`config.mk`:
```
export PLATFORM = sky130hd
export DESIGN_NAME = flash_unlock_status_regs
export DESIGN_NICKNAME = d
export VERILOG_FILES = /design/src/rtl/flash_unlock_pkg.sv /design/src/rtl/rc_flag.sv /design/src/rtl/key_unlock_seq.sv /design/src/rtl/flash_unlock_status_regs.sv
export VERILOG_INCLUDE_DIRS = /design/src /design/src/rtl
export SDC_FILE = /design/constraint.sdc
export NUM_CORES = 1
export LEC_CHECK = 0
export BUFFER_PORTS_ARGS = -buffer_cell sky130_fd_sc_hd__buf_2
export CAP_MARGIN = 20
export CORE_MARGIN = 4
export CORE_UTILIZATION = 45
export CTS_CLUSTER_DIAMETER = 60
export DETAILED_ROUTE_END_ITERATION = 10
export HOLD_SLACK_MARGIN = 0.03
export PLACE_DENSITY = 0.75
export SLEW_MARGIN = 30
export SYNTH_ARGS = -nofsm -noshare
export SYNTH_HDL_FRONTEND = slang
export SYNTH_SLANG_ARGS = --single-unit
```
`constraint.sdc`:
```
create_clock -name clk_i -period 1.24 [get_ports clk_i]
set_input_delay 0.124 -clock clk_i [delete_from_list [all_inputs] [get_ports clk_i]]
set_output_delay 0.124 -clock clk_i [all_outputs]
set_load 0.005 [all_outputs]
```
`src/rtl/flash_unlock_consts.svh`:
```
`ifndef FLASH_UNLOCK_CONSTS_SVH
`define FLASH_UNLOCK_CONSTS_SVH

`define OFF_CTRL_ONE      3'h0
`define OFF_CTRL_TWO      3'h1
`define OFF_PROG_KEY      3'h2
`define OFF_DATA_KEY      3'h3
`define OFF_STATUS        3'h4

`define RST_CTRL_ONE      4'h0
`define RST_CTRL_TWO      8'h00
`define RST_STATUS        8'h40
`define RST_HV_OFF        1'b1
`define KEY_READ_VALUE    8'h00

`define CR1_FIX_BIT       0
`define CR1_IRQ_EN_BIT    1
`define CR1_WAIT_Q_BIT    2
`define CR1_RUN_Q_BIT     3

`define CR2_STD_PRG_BIT   0
`define CR2_FAST_PRG_BIT  4
`define CR2_ERASE_BIT     5
`define CR2_WORD_PRG_BIT  6
`define CR2_OPT_WR_BIT    7

`define ST_PROT_BIT       0
`define ST_PUL_BIT        1
`define ST_DONE_BIT       2
`define ST_DUL_BIT        3
`define ST_HV_BIT         6

`define PROG_KEY_FIRST    8'h5A
`define PROG_KEY_SECOND   8'hC3
`define DATA_KEY_FIRST    8'h3C
`define DATA_KEY_SECOND   8'hA5

`endif

```
`src/rtl/flash_unlock_pkg.sv`:
```
package flash_unlock_pkg;

  typedef enum logic [1:0] {
    KEY_IDLE,
    KEY_HALF,
    KEY_DEAD
  } key_state_t;

endpackage

```
`src/rtl/rc_flag.sv`:
```
`timescale 1ns/1ps

module rc_flag (
  input  wire logic clk_i,
  input  wire logic resetn_i,
  input  wire logic set_i,
  input  wire logic clr_i,
  output logic      flag_o
);

  logic flag_nxt;

  // Set beats clear so a coincident event is kept
  always_comb begin
    flag_nxt = flag_o;
    if (clr_i) begin
      flag_nxt = 1'b0;
    end
    if (set_i) begin
      flag_nxt = 1'b1;
    end
  end

  always_ff @(posedge clk_i or negedge resetn_i) begin
    if (!resetn_i) begin
      flag_o <= 1'b0;
    end else begin
      flag_o <= flag_nxt;
    end
  end

endmodule

```
`src/rtl/key_unlock_seq.sv`:
```
`timescale 1ns/1ps

module key_unlock_seq
  import flash_unlock_pkg::*;
#(
  parameter logic [7:0] FIRST_KEY  = 8'h00,
  parameter logic [7:0] SECOND_KEY = 8'h00,
  parameter bit         ONE_SHOT   = 1'b0
) (
  input  wire logic       clk_i,
  input  wire logic       resetn_i,
  input  wire logic       key_wr_i,
  input  wire logic [7:0] key_byte_i,
  output logic            unlock_o
);

  key_state_t state_r;
  key_state_t state_nxt;
  logic       unlock_nxt;

  // One-shot variant parks in KEY_DEAD until reset
  always_comb begin
    state_nxt  = state_r;
    unlock_nxt = 1'b0;
    case (state_r)
      KEY_IDLE: begin
        if (key_wr_i) begin
          if (key_byte_i == FIRST_KEY) begin
            state_nxt = KEY_HALF;
          end else if (ONE_SHOT) begin
            state_nxt = KEY_DEAD;
          end
        end
      end
      KEY_HALF: begin
        if (key_wr_i) begin
          unlock_nxt = (key_byte_i == SECOND_KEY);
          state_nxt  = ONE_SHOT ? KEY_DEAD : KEY_IDLE;
        end
      end
      KEY_DEAD: begin
        state_nxt = KEY_DEAD;
      end
      default: begin
        state_nxt = KEY_IDLE;
      end
    endcase
  end

  always_ff @(posedge clk_i or negedge resetn_i) begin
    if (!resetn_i) begin
      state_r  <= KEY_IDLE;
      unlock_o <= 1'b0;
    end else begin
      state_r  <= state_nxt;
      unlock_o <= unlock_nxt;
    end
  end

endmodule

```
`src/rtl/flash_unlock_status_regs.sv`:
```
// The strobed register port was decided locally.
`timescale 1ns/1ps
`include "flash_unlock_consts.svh"

// Functional notes
// - Program key register writable, reads zero
// - Data key register writable, reads zero
// - Status resets to high voltage off only
// - High voltage flag follows hardware only
// - Status bits five, four, seven read zero
// - Data unlock set by keys, write-zero clears
// - Program unlock set by keys, write-zero clears
// - Done flag: set on completion, read clears
// - Done flag raises interrupt when enabled
// - Protected write flag set, read clears
// - Protected write flag raises enabled interrupt
// - Write one keeps; read-clear ignores writes
// - Control registers at zero and one, reset zero
// - Program unlock once; bad keys need reset
// - Data keys retry freely after mistake
// - Erase and fast program locked while busy
// - Enable gates the single shared interrupt
module flash_unlock_status_regs
  import flash_unlock_pkg::*;
#(
  parameter logic [7:0] PROG_KEY_A = `PROG_KEY_FIRST,
  parameter logic [7:0] PROG_KEY_B = `PROG_KEY_SECOND,
  parameter logic [7:0] DATA_KEY_A = `DATA_KEY_FIRST,
  parameter logic [7:0] DATA_KEY_B = `DATA_KEY_SECOND
) (
  input  wire logic       clk_i,
  input  wire logic       resetn_i,
  input  wire logic [2:0] addr_i,
  input  wire logic [7:0] wdata_i,
  input  wire logic       wr_i,
  input  wire logic       rd_i,
  output logic      [7:0] rdata_o,
  input  wire logic       busy_i,
  input  wire logic       op_start_i,
  input  wire logic       op_done_i,
  input  wire logic       hv_on_i,
  input  wire logic       prot_write_i,
  input  wire logic       mem_access_i,
  output logic      [3:0] mem_control_one_o,
  output logic      [7:0] mem_control_two_o,
  output logic            program_area_unlocked_o,
  output logic            data_area_unlocked_o,
  output logic            irq_o
);

  logic [7:0] rdata_nxt;
  logic [3:0] cr1_nxt;
  logic [7:0] cr2_nxt;
  logic       hv_off_r;
  logic       hv_off_nxt;
  logic       irq_nxt;
  logic       done_flag;
  logic       prot_flag;
  logic       prog_unlock_evt;
  logic       data_unlock_evt;
  logic       wr_status;
  logic       rd_status;
  logic       wr_prog_key;
  logic       wr_data_key;
  logic [7:0] status_view;

  function automatic logic hit(input logic strobe, input logic [2:0] a, input logic [2:0] off);
    hit = strobe && (a == off);
  endfunction

  assign wr_status   = hit(wr_i, addr_i, `OFF_STATUS);
  assign rd_status   = hit(rd_i, addr_i, `OFF_STATUS);
  assign wr_prog_key = hit(wr_i, addr_i, `OFF_PROG_KEY);
  assign wr_data_key = hit(wr_i, addr_i, `OFF_DATA_KEY);

  // Reserved and hardware-forced bits held at zero
  assign status_view = {1'b0, hv_off_r, 2'b00, data_area_unlocked_o, done_flag,
                        program_area_unlocked_o, prot_flag};

  key_unlock_seq #(
    .FIRST_KEY  (PROG_KEY_A),
    .SECOND_KEY (PROG_KEY_B),
    .ONE_SHOT   (1'b1)
  ) u_prog_keys (
    .clk_i      (clk_i),
    .resetn_i   (resetn_i),
    .key_wr_i   (wr_prog_key),
    .key_byte_i (wdata_i),
    .unlock_o   (prog_unlock_evt)
  );

  key_unlock_seq #(
    .FIRST_KEY  (DATA_KEY_A),
    .SECOND_KEY (DATA_KEY_B),
    .ONE_SHOT   (1'b0)
  ) u_data_keys (
    .clk_i      (clk_i),
    .resetn_i   (resetn_i),
    .key_wr_i   (wr_data_key),
    .key_byte_i (wdata_i),
    .unlock_o   (data_unlock_evt)
  );

  // Write one leaves unlock bits alone
  rc_flag u_pul (
    .clk_i    (clk_i),
    .resetn_i (resetn_i),
    .set_i    (prog_unlock_evt),
    .clr_i    (wr_status && !wdata_i[`ST_PUL_BIT]),
    .flag_o   (program_area_unlocked_o)
  );

  rc_flag u_dul (
    .clk_i    (clk_i),
    .resetn_i (resetn_i),
    .set_i    (data_unlock_evt),
    .clr_i    (wr_status && !wdata_i[`ST_DUL_BIT]),
    .flag_o   (data_area_unlocked_o)
  );

  // Read-clear flags never look at write data
  rc_flag u_done (
    .clk_i    (clk_i),
    .resetn_i (resetn_i),
    .set_i    (op_done_i),
    .clr_i    (rd_status || op_start_i),
    .flag_o   (done_flag)
  );

  rc_flag u_prot (
    .clk_i    (clk_i),
    .resetn_i (resetn_i),
    .set_i    (prot_write_i),
    .clr_i    (rd_status),
    .flag_o   (prot_flag)
  );

  always_comb begin
    cr1_nxt    = mem_control_one_o;
    cr2_nxt    = mem_control_two_o;
    hv_off_nxt = !hv_on_i;
    irq_nxt    = mem_control_one_o[`CR1_IRQ_EN_BIT] && (done_flag || prot_flag);
    rdata_nxt  = `KEY_READ_VALUE;
    if (mem_access_i) begin
      cr1_nxt[`CR1_RUN_Q_BIT] = 1'b0;
    end
    if (op_done_i) begin
      cr2_nxt[`CR2_WORD_PRG_BIT] = 1'b0;
      cr2_nxt[`CR2_ERASE_BIT]    = 1'b0;
      cr2_nxt[`CR2_FAST_PRG_BIT] = 1'b0;
      cr2_nxt[`CR2_STD_PRG_BIT]  = 1'b0;
    end
    if (hit(wr_i, addr_i, `OFF_CTRL_ONE)) begin
      cr1_nxt = wdata_i[3:0];
    end
    if (hit(wr_i, addr_i, `OFF_CTRL_TWO)) begin
      cr2_nxt[`CR2_OPT_WR_BIT]   = wdata_i[`CR2_OPT_WR_BIT];
      cr2_nxt[`CR2_WORD_PRG_BIT] = wdata_i[`CR2_WORD_PRG_BIT];
      cr2_nxt[`CR2_STD_PRG_BIT]  = wdata_i[`CR2_STD_PRG_BIT];
      // Changing these mid-operation would corrupt the block
      if (!busy_i) begin
        cr2_nxt[`CR2_ERASE_BIT]    = wdata_i[`CR2_ERASE_BIT];
        cr2_nxt[`CR2_FAST_PRG_BIT] = wdata_i[`CR2_FAST_PRG_BIT];
      end
    end
    if (rd_i) begin
      case (addr_i)
        `OFF_CTRL_ONE: rdata_nxt = {4'h0, mem_control_one_o};
        `OFF_CTRL_TWO: rdata_nxt = mem_control_two_o;
        `OFF_STATUS:   rdata_nxt = status_view;
        default:       rdata_nxt = `KEY_READ_VALUE;
      endcase
    end
  end

  always_ff @(posedge clk_i or negedge resetn_i) begin
    if (!resetn_i) begin
      mem_control_one_o <= `RST_CTRL_ONE;
      mem_control_two_o <= `RST_CTRL_TWO;
      hv_off_r          <= `RST_HV_OFF;
      irq_o             <= 1'b0;
      rdata_o           <= `KEY_READ_VALUE;
    end else begin
      mem_control_one_o <= cr1_nxt;
      mem_control_two_o <= cr2_nxt;
      hv_off_r          <= hv_off_nxt;
      irq_o             <= irq_nxt;
      rdata_o           <= rdata_nxt;
    end
  end
endmodule

```
# Word level (Yosys, flattened, before mapping)
# Cells that the tools add are included.
[totals]
word_cells = 87
ff_bits = 29
out_inout_bits = 23
in_bits = 21
[op_classes]
n_reduce_logical = 25
muxes = 29
eq_ne = 17
[ops]
columns = ["operator", "n"]
rows = [
  ["$pmux 8 s3", 1],
  ["$eq 8x8->1 const B", 2],
  ["$mux 1", 15],
  ["$mux 2", 7],
  ["$pmux 2 s3", 2],
  ["$reduce_bool 2->1", 6],
  ["$ne 2x1->1 const B", 5],
  ["$logic_and 1x1->1", 9],
  ["$eq 8x6->1 const B", 1],
  ["$eq 8x7->1 const B", 1],
  ["$mux 8", 1],
  ["$eq 3x2->1 const B", 2],
  ["$mux 3", 2],
  ["$eq 2x1->1 const B", 2],
  ["$eq 2x2->1 const B", 2],
  ["$logic_not 2->1", 2],
  ["$mux 4", 1],
  ["$eq 3x1->1 const B", 1],
  ["$eq 3x3->1 const B", 1],
  ["$logic_not 1->1", 3],
  ["$logic_not 3->1", 1],
  ["$reduce_and 3->1", 1],
  ["$logic_or 1x1->1", 2],
  ["$reduce_and 2->1", 1],
]

# Logic depth before layout (Yosys ltp)
# Gate-level depths: netlist (run 1).
[depth]
depth_word = 5
depth_mapped = 5
mapped_depth_nobuf = 5

# Cells and area by module
# A second synthesis (run 1) with hierarchy kept.
[hier_totals]
hier_cells = 119
hier_area_um2 = 1388.8
[modules_own_cells]
columns = ["module", "seq_area_each_um2", "n_inst", "cells_each", "area_each_um2"]
rows = [
  ["flash_unlock_status_regs", 476.7, 1, 75, 897.1],
  ["key_unlock_seq at u_prog_keys", 75.1, 1, 19, 198.9],
  ["key_unlock_seq at u_data_keys", 75.1, 1, 13, 147.6],
  ["rc_flag", 25.0, 4, 3, 36.3],
]

# Worst setup path before layout (run 1)
# Ideal clock, no wire load.
[synth_path]
path_kind = "reg2reg"
startpoint = "register u_prog_keys.state_r[0]"
endpoint = "register u_prog_keys.state_r[1]"
required_ns = 1.120
slack_ns = 0.051
arrival_ns = 1.069
path_buffers = 0
stages_incl_launch_ff = 6
path_cell_list = "dfrtp_1 -> inv_1 -> ha_1 -> nor2_1 -> or3_1 -> o211a_1"
[synth_via]
elab_chain_cells = 3
word_cells_on_any_way = 7
cone_classes = "4 x eq/ne; 1 x mux; 2 x reduce/logical"
[synth_lines]
columns = ["item", "line_no", "source"]
rows = [
  ["from (decl)", "key_unlock_seq.sv:17", "key_state_t state_r;"],
  ["from (signal assigned)", "key_unlock_seq.sv:55", "state_r <= state_nxt;"],
  ["$eq 2x1->1 or $logic_not 2->1 (tied branches)", "key_unlock_seq.sv:25", "case (state_r)"],
  ["$ne 2x1->1 (no line)", "n/a", ""],
  ["$reduce_and 2->1 (no line)", "n/a", ""],
]
# Parallel ways exist; a longest one is shown, timed or not.
# A chain may end at the register's enable or synchronous reset.

# Worst setup path after layout (run 1)
[layout_path]
startpoint = "register u_prog_keys.state_r[0]"
endpoint = "register u_prog_keys.state_r[0]"
# Same word-level chain as after synthesis.

==> results summary, run 1 <==
The share of the cycle needed by the critical path after routing came out at 1.00. Counting I/O delays and the setup requirement, the final critical path takes 1.24 ns. The number of sinks driven by the clock tree came out at 29. The signal on the critical path passes through buf_4 > ha_2 > nand4b_1 > mux2i_1. The cell area after technology mapping is 0.00137 mm^2. The post-synthesis cell type count came out at 36.

The count of state elements after synthesis is 29. The transition time of the tightest slew-check pin came out at 0.623 ns. The share of post-route cells with drive strength above 1 came out at 0.443. The path type of the worst setup path is reg -> reg.

The cell count after placement is 192. The largest single stage delay on the critical path is 0.45 ns. The first-pass iteration count of the detailed router is 4. The synthesized design spends more area on one cell type than any other, namely dfrtp_1.

Static timing analysis puts the maximum clock frequency at 805 MHz. At the end of the flow the core is filled with cells to 0.625. The die covers 0.00398 mm^2.

The number of H-tree branching levels is 2. The number of slew-limit violations in the final report is 0. In this run the standard cell core region covers 0.00283 mm^2.

The tightest min-delay check is of the in -> reg type. The placed wire-length estimate came out at 2.47 mm. Routability-driven placement finished with a final weighted congestion of 0.779. In this run the mean area of a mapped cell was 11.8 um^2.

The slowest cell on the critical path is dfrtp_2. The multi-input gate area in the final layout is 629 um^2. For this configuration, the core starts out at a cell density of 0.483. The net count of the finished layout is 197. The largest net degree at the start of global routing is 30.

The synthesis-to-layout area growth is 29.4%. The number of synthesis warnings is 0. Counting both buffers and inverters, the worst setup path holds a total of 1. The post-route clock skew is 0.00667 ns. Of the post-synthesis cell area, the dominant cell type holds 0.513.

The run finished, with violations left. The antenna diode instance count came out at 0. In this run the vertical extent of the chip is 63.1 um. The standby leakage power came out at 0.891 nW. The global route total overflow is 0. The number of design rule violations left after detail routing is 0. The synthesized design contains 0 enable-type register cells. The quantity of I/O buffers inserted on ports is 40. Data arrives at the worst endpoint at 1.48 ns.

Using the TritonRoute via totals, the vias-per-cell ratio works out to 5.13. The hold violation count in the final report is 0. The global-route usage over all layers is 0.178. The cell family contributing the most delay on the critical path is flip-flops. The cell area after placement came out at 0.00164 mm^2. After synthesis, the most frequently instantiated cells are dfrtp_1 (28), nand2_1 (8), nor2_1 (8). The clock tree from TritonCTS is done.

The count of nets left with antenna violations once routing finished came out at 0. The latest clock arrival within the worst-skew pair came out at 0.33 ns. Of all nets on the critical path, the largest fanout is 3. The number of CTS-inserted buffers is 5. The data required time at the worst endpoint came out at 1.48 ns.

The register area is 728 um^2. The final-layout fill cell count is 244. The detailed router finished its first iteration with 26 violations. The setup violation total in the final timing report came out at 1.

The total via count in the routed design came out at 1052. The checks that failed: setup timing. Yosys attributes the largest share of cell area to dfrtp_1 (51%), mux2_2 (4.9%), mux2i_1 (3.7%).

The most used flip-flop cell after synthesis is dfrtp_1. After detailed routing, the average wire length per cell comes to 15.5 um. Setup repair after global routing could not meet its margin everywhere.

The initial antenna violation count was 0. The die extent in x is 63.1 um. The final design area excluding fillers came out at 0.00177 mm^2.

Across the run, the number of max-cap violations was 0. STA classifies the critical path startpoint as a register. For this run, the register share of the synthesized area comes to 0.532. The setup slack of the critical path after layout is -0.00212 ns.

Counting every instance in the synthesized netlist gives 116. The worst pin sits at a relative slew slack of 0.584. dfrtp_1 is the most common cell in the netlist. The final layout contains routed wiring with a total length of 3.18 mm.

The number of primary I/O pins is 44. The peak supply drop came out at 567 uV. The worst setup path is captured at a register. The clock transition time at the flip-flop clock pins of the worst setup and hold paths is 0.10 ns.

The cell sitting at the root of the clock tree is a clkbuf_4. The number of placement rows came out at 19. The power per cell area came out at 1140 mW/mm^2.

The via count of the first global-routing pass came out at 1169. The maximum number of buffers from clock root to sink came out at 2. The post-synthesis async set-or-reset flop share came out at 1.00.

The wire length of the first global-routing pass is 5.45 mm. Excluding fillers, the count of instances in the completed layout stands at 205.
layer usage:
layer	global-route usage	up-vias	wire, um
li1	-	511	-
met1	0.189	505	1270
met2	0.316	31	1650
met4	0.0661	0	50
met5	0	-	0
met3	0.0675	5	207
worst register-to-register path, delay by kind of cell, from the launching register on:
kind          cells  cell delay [ns]
buf+inv           1             0.14
flops             1             0.45
mux               1             0.20
simple gates      1             0.19
fa+ha+maj         1             0.17
placed cells by master (no fill, tap or decap), types with 2 or more instances in the layout:
cell           synthesis  final
conb_1                 1      3
nand3_1                2      2
clkinv_2               0      2
nor2_1                 8      7
clkbuf_4               0      5
inv_1                  6      4
a21oi_1                2      2
nand2_1                8      8
mux2_2                 6      6
buf_2                  0     40
ha_4                   0      2
buf_4                  4      9
mux2i_1                5      5
and2_1                 3      3
nand2b_1               6      6
dlygate4sd3_1          0      3
o21ai_0                6      6
nor2b_1                5      5
nor4bb_1               3      3
dfrtp_1               28     27
inv_2                  0      2
metrics by stage:
step | hold WS, ns | setup slack, ns | setup TNS (ns) | total power, mW
floorplan | -0.172 | 0.0505 | 0 | 1.25
global placement | 0.174 | 0.0276 | 0 | 1.39
detailed placement | 0.176 | -0.0350 | -0.0350 | 1.42
CTS | 0.0468 | 0.00463 | 0 | 1.99
global route | 0.0461 | -0.0326 | -0.0617 | 2.14
finish | 0.0447 | -0.00212 | -0.00212 | 2.01
sequential cells by signal (all words and copies together) (netlist names), 2 cells and up:
signal and count:
mem_control_two_o 5, u_data_keys.state_r 2, rdata_o 8, mem_control_one_o 4, u_prog_keys.state_r 2
area by class of cell:
cell class | count | area share
clock buffer | 6 | 0.0234
clock inverter | 2 | 0.00566
inverter | 6 | 0.0127
multi-input combinational | 79 | 0.356
sequential | 29 | 0.412
tap | 31 | 0.0219
timing repair buffer | 52 | 0.168
where the power goes:
part | switching (mW) | internal (mW)
Sequential | 0.0450 | 1.01
Combinational | 0.195 | 0.214
Clock | 0.330 | 0.215
Total | 0.570 | 1.44
final timing paths:
path | start | end | slack (ns) | cells after the start
worst max-delay path | u_prog_keys.state_r[0] | u_prog_keys.state_r[0] | -0.002 | 4
worst min-delay path | wdata_i[0] | mem_control_two_o[0] | 0.04 | 3
worst max register to register | u_prog_keys.state_r[0] | u_prog_keys.state_r[0] | -0.002 | 4
worst min register to register | u_data_keys.unlock_o | u_dul.flag_o | 0.44 | 1
max in group asynchronous | resetn_i | u_prog_keys.state_r[0] | 0.46 | 2
min in group asynchronous | resetn_i | irq_o | 0.34 | 2
logic make-up after synthesis:
family | Yosys count | share of synthesized area
adder cells (fa/ha/maj) | 3 | 0.0275
AND/OR/NAND/NOR | 47 | 0.242
AO/OA/AOI/OAI | 15 | 0.0714
buffers and inverters | 10 | 0.0385
other | 1 | 0.00274
multiplexers | 11 | 0.0861
flip-flops | 29 | 0.532
what timing repair did:
item | in CTS | in global routing
pin swaps | 1 | 0
hold buffers | 3 | 0
gates resized for setup | 3 | 7
gates cloned | 0 | 0
setup buffers | 2 | 0
endpoints found under the hold margin | 30 | 0
setup endpoints to repair | 2 | 2
No activity file was read; power rests on OpenSTA's default activity.
==> run 2: changes to the inputs <==
==> constraint.sdc (replaced) <==
create_clock -name clk_i -period 1.24 [get_ports clk_i]
set_input_delay 0.124 -clock clk_i [delete_from_list [all_inputs] [get_ports clk_i]]
set_output_delay 0.124 -clock clk_i [all_outputs]
set_load 0.1 [all_outputs]
==> results summary, run 2 (synthesis results as in run 1) <==
The average vias per placed instance came out at 5.28 (+2.9%). The antenna diode instance count is 0 (unchanged). The final critical path time including I/O delays and setup came out at 1.27 ns (+0.0250 ns).

The hold violation count in the final report is 0 (unchanged). The final reports fail on setup timing. The endpoint of the worst-slack reg-to-reg timing path is u_prog_keys.state_r[1]. The instance count along the most critical hold path is 2 (-1). The non-filler instance count after layout is 209 (+2.0%). The setup violation total in the final timing report was 1 (unchanged). The signal on the critical path passes through buf_4 > buf_4 > or3_1 > o211a_1. The via count of the first global-routing pass is 1261 (+7.9%). The share of post-route cells with drive strength above 1 came to 0.500 (+0.0575). The initial antenna violation count is 0 (unchanged).

The terminating pin of the worst hold path is mem_control_two_o[4]. The slowest stage of the critical path belongs to the cell dfrtp_1. The highest cell delay on the worst timing path is 0.40 ns (-0.05 ns). The root buffer selected by CTS is clkbuf_4. The accumulated negative setup slack is -0.0271 ns (-0.0250 ns).

The placeable core region came out at 0.00283 mm^2 (unchanged). The post-detailed-routing wire length came out at 3.24 mm (+1.8%). The number of flip-flops under the largest register name is 8 (unchanged). The quantity of I/O buffers inserted on ports came to 40 (unchanged).

The logic depth of the worst register-to-register path is 4 (unchanged). The placer congestion estimate was 0.769 (-1.3%). The die extent in y was 63.1 um (unchanged).

The number of placement rows is 19 (unchanged). The synthesis-to-layout area growth is 40.1%. The origin of the worst min-delay path is wdata_i[4].

The post-route clock skew is 0.00459 ns (-0.00209 ns). The number of H-tree branching levels is 2 (unchanged). Counting stages on the worst path, the most repeated cell is buf_4.

The overall power of the completed layout came out at 2.53 mW (+26%). The peak supply drop is 701 uV (+24%). The run finished, with violations left. Leaving out fill and tap cells, the most frequent cell in the layout is buf_2. The latest clock arrival within the worst-skew pair came to 0.33 ns (about the same). The average detailed-routed wire length per instance came to 15.5 um (-0.12%). The largest registers in the layout are rdata_o x8, mem_control_two_o x5, mem_control_one_o x4. The setup slack of the critical path after layout is -0.0271 ns (-0.0250 ns). The library cells used most frequently in the layout, excluding fill and tap cells, are buf_2 (23), buf_4 (20), dfrtp_1 (18), clkbuf_4 (11), dfrtp_2 (10). The clock tree from TritonCTS is done. The transition time of the tightest slew-check pin was 0.628 ns (+0.00465 ns).

The reported max-cap violation count came out at 0 (unchanged). The worst slack on hold paths is 0.0546 ns (+0.00988 ns). In this run the worst hold path is classified as in -> reg.

The maximum number of buffers from clock root to sink was 2 (unchanged). The data required time at the worst endpoint is 1.46 ns (-0.02 ns). The number of design rule violations left after detail routing came out at 0 (unchanged).

The worst slew slack as a fraction of its limit came out at 0.581 (-0.00310). The die extent in x came out at 63.1 um (unchanged). The standby leakage power is 0.909 nW (+2.1%). The worst register-to-register path begins at u_prog_keys.state_r[1]. Setup repair after global routing could not meet its margin everywhere. STA classifies the critical path startpoint as a register. The global-route usage over all layers is 0.177 (-0.000963). The global route total overflow was 0 (unchanged). The cell count after placement came to 193 (+0.52%).

The number of sinks driven by the clock tree came out at 29 (unchanged). The path type of the worst setup path is reg -> reg. The number of slew-limit violations in the final report is 0 (unchanged). The power per cell area was 1320 mW/mm^2 (+16%). The area of the die came out at 0.00398 mm^2 (unchanged). The total via count in the routed design is 1104 (+4.9%).

The cell area after placement came to 0.00171 mm^2 (+4.8%). The detailed router's first-iteration violation count is 58 (+120%). The wire length of the first global-routing pass came out at 5.42 mm (-0.51%).

The number of CTS-inserted buffers came out at 5 (unchanged). The share of the cycle needed by the critical path after routing came out at 1.02 (+0.0202). The upper clock frequency limit is 789 MHz (-2.0%). The placed wire-length estimate is 2.42 mm (-1.7%).

The worst setup path is captured at a register. The worst-path maximum fanout was 2 (-1). The number of nets still failing antenna checks after routing is 0 (unchanged). The largest net degree at the start of global routing is 30 (unchanged). The arrival time at the worst endpoint came out at 1.49 ns (about the same).

The clock transition time at the flip-flop clock pins of the worst setup and hold paths came out at 0.09 ns (about the same). The most flop-heavy register is rdata_o. The reg2reg setup slack came out at -0.03 ns (-0.03 ns). The number of primary I/O pins is 44 (unchanged). The final design area excluding fillers was 0.00191 mm^2 (+8.3%). The starting utilization of the core area is 0.483 (unchanged). The first-pass iteration count of the detailed router came out at 4 (unchanged). The number of nets in the layout came out at 201 (+2.0%).
==> run 2: worst max path at each step <==
stage / start / endpoint / depth (start not counted)
after floorplan: mem_control_two_o[0] / rdata_o[0] / 2
after global placement: u_prog_keys.state_r[0] / u_prog_keys.state_r[1] / 5
after detailed placement: u_prog_keys.state_r[0] / u_prog_keys.state_r[1] / 5
after CTS: u_prog_keys.state_r[0] / u_prog_keys.state_r[1] / 5
after global routing: u_prog_keys.state_r[1] / u_prog_keys.state_r[1] / 4
final: u_prog_keys.state_r[1] / u_prog_keys.state_r[1] / 4
==> run 2: metrics by stage <==
step                      worst slack, ns   util
after global placement             0.0365  0.606
after CTS                        -0.00513  0.653
after detailed placement          -0.0609  0.606
final                             -0.0271  0.677
after floorplan                  -0.00114      -
after global routing              -0.0796  0.677
==> run 2: power breakdown <==
| part | switching (mW) | internal (mW) | total [mW] |
|---|---|---|---|
| sequential | 0.0486 | 1.02 | 1.07 |
| combinational | 0.592 | 0.284 | 0.876 |
| clock | 0.311 | 0.279 | 0.590 |
| total | 0.952 | 1.58 | 2.53 |
==> run 2: per-layer routing <==
layer / wire, um / track usage
met1: 1240 / 0.177
met4: 80 / 0.105
met5: 0 / 0
met3: 190 / 0.0551
met2: 1730 / 0.318
==> run 2: worst max-delay path, delay by kind of cell (launching register included) <==
kind                   cells  cell delay, ns
AO/OA/AOI/OAI              1            0.12
buffers and inverters      2            0.28
flip-flops                 1            0.40
AND/OR/NAND/NOR            1            0.37
==> run 2: area by class of cell <==
type,count,area (um^2)
multi-input combinational,79,634
tap,31,38.8
inverter,6,22.5
clock buffer,8,58.8
timing repair buffer,56,420
fill,227,915
sequential,29,739
==> run 2: what timing repair did <==
item                                    in CTS  in global routing
hold buffers                                 3                  0
cloned                                       0                  0
endpoints found under the setup margin       8                  8
gates resized for setup                     10                 13
hold endpoints to repair                    30                  0
pin swaps                                    1                  0
buffers inserted                             3                  2
==> run 3: changes to the inputs <==
--- a/config.mk
+++ b/config.mk
@@ -8,12 +8,14 @@
 export LEC_CHECK = 0
 export BUFFER_PORTS_ARGS = -buffer_cell sky130_fd_sc_hd__buf_2
 export CAP_MARGIN = 20
+export CELL_PAD_IN_SITES_DETAIL_PLACEMENT = 2
+export CELL_PAD_IN_SITES_GLOBAL_PLACEMENT = 2
 export CORE_MARGIN = 4
-export CORE_UTILIZATION = 45
+export CORE_UTILIZATION = 28
 export CTS_CLUSTER_DIAMETER = 60
 export DETAILED_ROUTE_END_ITERATION = 10
 export HOLD_SLACK_MARGIN = 0.03
-export PLACE_DENSITY = 0.75
+export PLACE_DENSITY_LB_ADDON = 0.1
 export SLEW_MARGIN = 30
 export SYNTH_ARGS = -nofsm -noshare
 export SYNTH_HDL_FRONTEND = slang
==> results summary, run 3 (synthesis results as in run 1) <==
The run finished, with violations left. The final reports fail on setup timing. The global route total overflow came to 0 (unchanged). The multi-input gate area in the final layout is 629 um^2 (-0.79%). Setup repair after global routing could not meet its margin everywhere.

The setup violation total in the final timing report was 1 (unchanged). The worst-path maximum fanout came out at 4 (+2). The first-pass iteration count of the detailed router is 3 (-1). TritonCTS built the clock tree. The data required time at the worst endpoint is 1.41 ns (-0.05 ns). The post-layout utilization of the core came out at 0.434 (-0.243).

The wire length of the first global-routing pass is 6.90 mm (+27%). The number of primary I/O pins is 44 (unchanged). The power spent charging and discharging nets is 1.01 mW (+5.7%).

The placed wire-length estimate came out at 3.22 mm (+33%). The post-detailed-routing wire length is 4.16 mm (+28%). The most common cell after layout, fill and taps aside is buf_2. The initial antenna violation count came to 0 (unchanged). The worst setup path is launched from a register. The standby leakage power came out at 0.952 nW (+4.6%). The number of flip-flops under the largest register name came to 8 (unchanged).

The number of nets in the layout is 202 (+0.50%). The placer congestion estimate is 0.730 (-5.1%). The largest registers in the layout are rdata_o x8, mem_control_two_o x5, mem_control_one_o x4. The die extent in y came out at 77.9 um (+23%). The power per cell area is 1350 mW/mm^2 (+2.2%).

The total via count in the routed design came out at 1134 (+2.7%). The reported max-cap violation count was 0 (unchanged). The post-route clock skew is 0.00213 ns (-0.00245 ns).

The number of placement rows is 25 (+6). The number of CTS-inserted buffers is 5 (unchanged). The number of nets still failing antenna checks after routing is 0 (unchanged). The number of sinks driven by the clock tree was 29 (unchanged).

The latest clock arrival within the worst-skew pair came out at 0.27 ns (-0.06 ns). The peak supply drop came to 472 uV (-33%). The final-layout fill cell count came out at 506 (+120%). The share of post-route cells with drive strength above 1 is 0.503 (+0.00279).

The accumulated negative setup slack came to -0.0341 ns (-0.00700 ns). The share of the cycle needed by the critical path after routing is 1.03 (+0.00564). The worst setup path is captured at a register.

The setup path with the least slack is of type reg -> reg. The global-route usage over all layers is 0.149 (-0.0277). The number of slew-limit violations in the final report is 0 (unchanged). The average vias per placed instance came out at 4.61 (-13%). The antenna diode instance count was 0 (unchanged).

The hold violation count in the final report is 0 (unchanged). The arrival time at the worst endpoint is 1.44 ns (-0.05 ns). The starting utilization of the core area is 0.289 (-0.194). The internal portion of total power came out at 1.76 mW (+12%). The setup slack of the critical path after layout is -0.0341 ns (-0.00700 ns). Counting flops per register, the top entry is rdata_o. The worst slack on hold paths came out at 0.127 ns (+0.0727 ns). The die extent in x is 77.9 um (+23%). The upper clock frequency limit came to 785 MHz (-0.55%). The power share of the combinational group is 0.319 (-0.027). Clock tree synthesis selected as its root buffer the cell clkbuf_8. The area of the die is 0.00606 mm^2 (+52%). The clock network fraction of total power was 0.291 (+0.058). The via count of the first global-routing pass came to 1296 (+2.8%). The sequential group share of total power is 0.390 (-0.031). The detailed router's first-iteration violation count is 33 (-43%). The maximum number of buffers from clock root to sink came out at 2 (unchanged). The top cell types in the final layout, fill and taps aside, are buf_2 (31), dfrtp_1 (18), buf_4 (12), dfrtp_2 (10), buf_12 (10). The number of H-tree branching levels came out at 2 (unchanged).

The average detailed-routed wire length per instance was 16.9 um (+9.1%). The worst hold path belongs to the class in -> reg. The synthesis-to-layout area growth came out at 49.9%. The final critical path time including I/O delays and setup is 1.27 ns (+0.00700 ns). The largest net degree at the start of global routing came out at 16 (-47%).

The quantity of I/O buffers inserted on ports is 40 (unchanged). The switching power as a share of total power came out at 0.363 (-0.0128). The clock transition time at the flip-flop clock pins of the worst setup and hold paths came to 0.06 ns (-0.03 ns). The placeable core region came out at 0.00472 mm^2 (+67%). The number of design rule violations left after detail routing came out at 0 (unchanged). The register area came to 739 um^2 (unchanged).
run 3: final cells by class:
type | count | share of cell area
timing repair buffer | 57 | 0.236
tap | 67 | 0.0409
sequential | 29 | 0.361
inverter | 6 | 0.0110
multi-input combinational | 79 | 0.307
clock buffer | 8 | 0.0440
run 3: final timing paths:
path	startpoint	endpoint	slack, ns	depth (start not counted)
min reg2reg	u_prog_keys.unlock_o	u_pul.flag_o	0.43	1
max reg2reg	u_prog_keys.state_r[0]	u_prog_keys.state_r[1]	-0.03	5
max in group asynchronous	resetn_i	hv_off_r	0.44	3
min	wdata_i[6]	mem_control_two_o[6]	0.13	3
min in group asynchronous	resetn_i	rdata_o[3]	0.30	2
max	u_prog_keys.state_r[0]	u_prog_keys.state_r[1]	-0.03	5
run 3: through the flow:
stage                     cells  cell area, um^2  power (mW)  setup slack (ns)
after floorplan             118             1390        1.63          -0.00114
after global placement      232             1870        1.88            0.0126
after detailed placement    232             1870        1.91           -0.0884
after CTS                   246             2040        2.78           -0.0179
after global routing        246             2050        2.90           -0.0741
final                       246             2050        2.77           -0.0341
run 3: metal layers:
layer | routed length, um | part of all wire | global-route usage | vias up
met5 | 0 | 0 | 0 | -
met4 | 63 | 0.015 | 0.0569 | 0
met3 | 210 | 0.051 | 0.0418 | 7
met2 | 2210 | 0.53 | 0.260 | 33
met1 | 1680 | 0.40 | 0.171 | 577
li1 | - | - | - | 517
run 3: worst max-delay path, cell delays in order (launching register included):
cell	delay, ns
dfrtp_2	0.44
inv_2	0.09
ha_4	0.15
nor2_4	0.04
or3_1	0.32
o211a_1	0.12
run 3: power by group through the flow:
stage / Combinational [mW] / Clock (mW) / Sequential [mW]
finish: 0.884 / 0.807 / 1.08
global placement: 0.791 / 0 / 1.09
floorplan: 0.217 / 0 / 1.42
detailed placement: 0.811 / 0 / 1.10
global route: 0.927 / 0.884 / 1.09
CTS: 0.872 / 0.832 / 1.08
run 3: what timing repair did:
action	4_1_cts	5_1_grt
setup endpoints to repair	2	3
hold buffers	3	0
hold endpoints to repair	16	0
resized for setup	7	4
buffers inserted	3	0
pin swaps	1	1
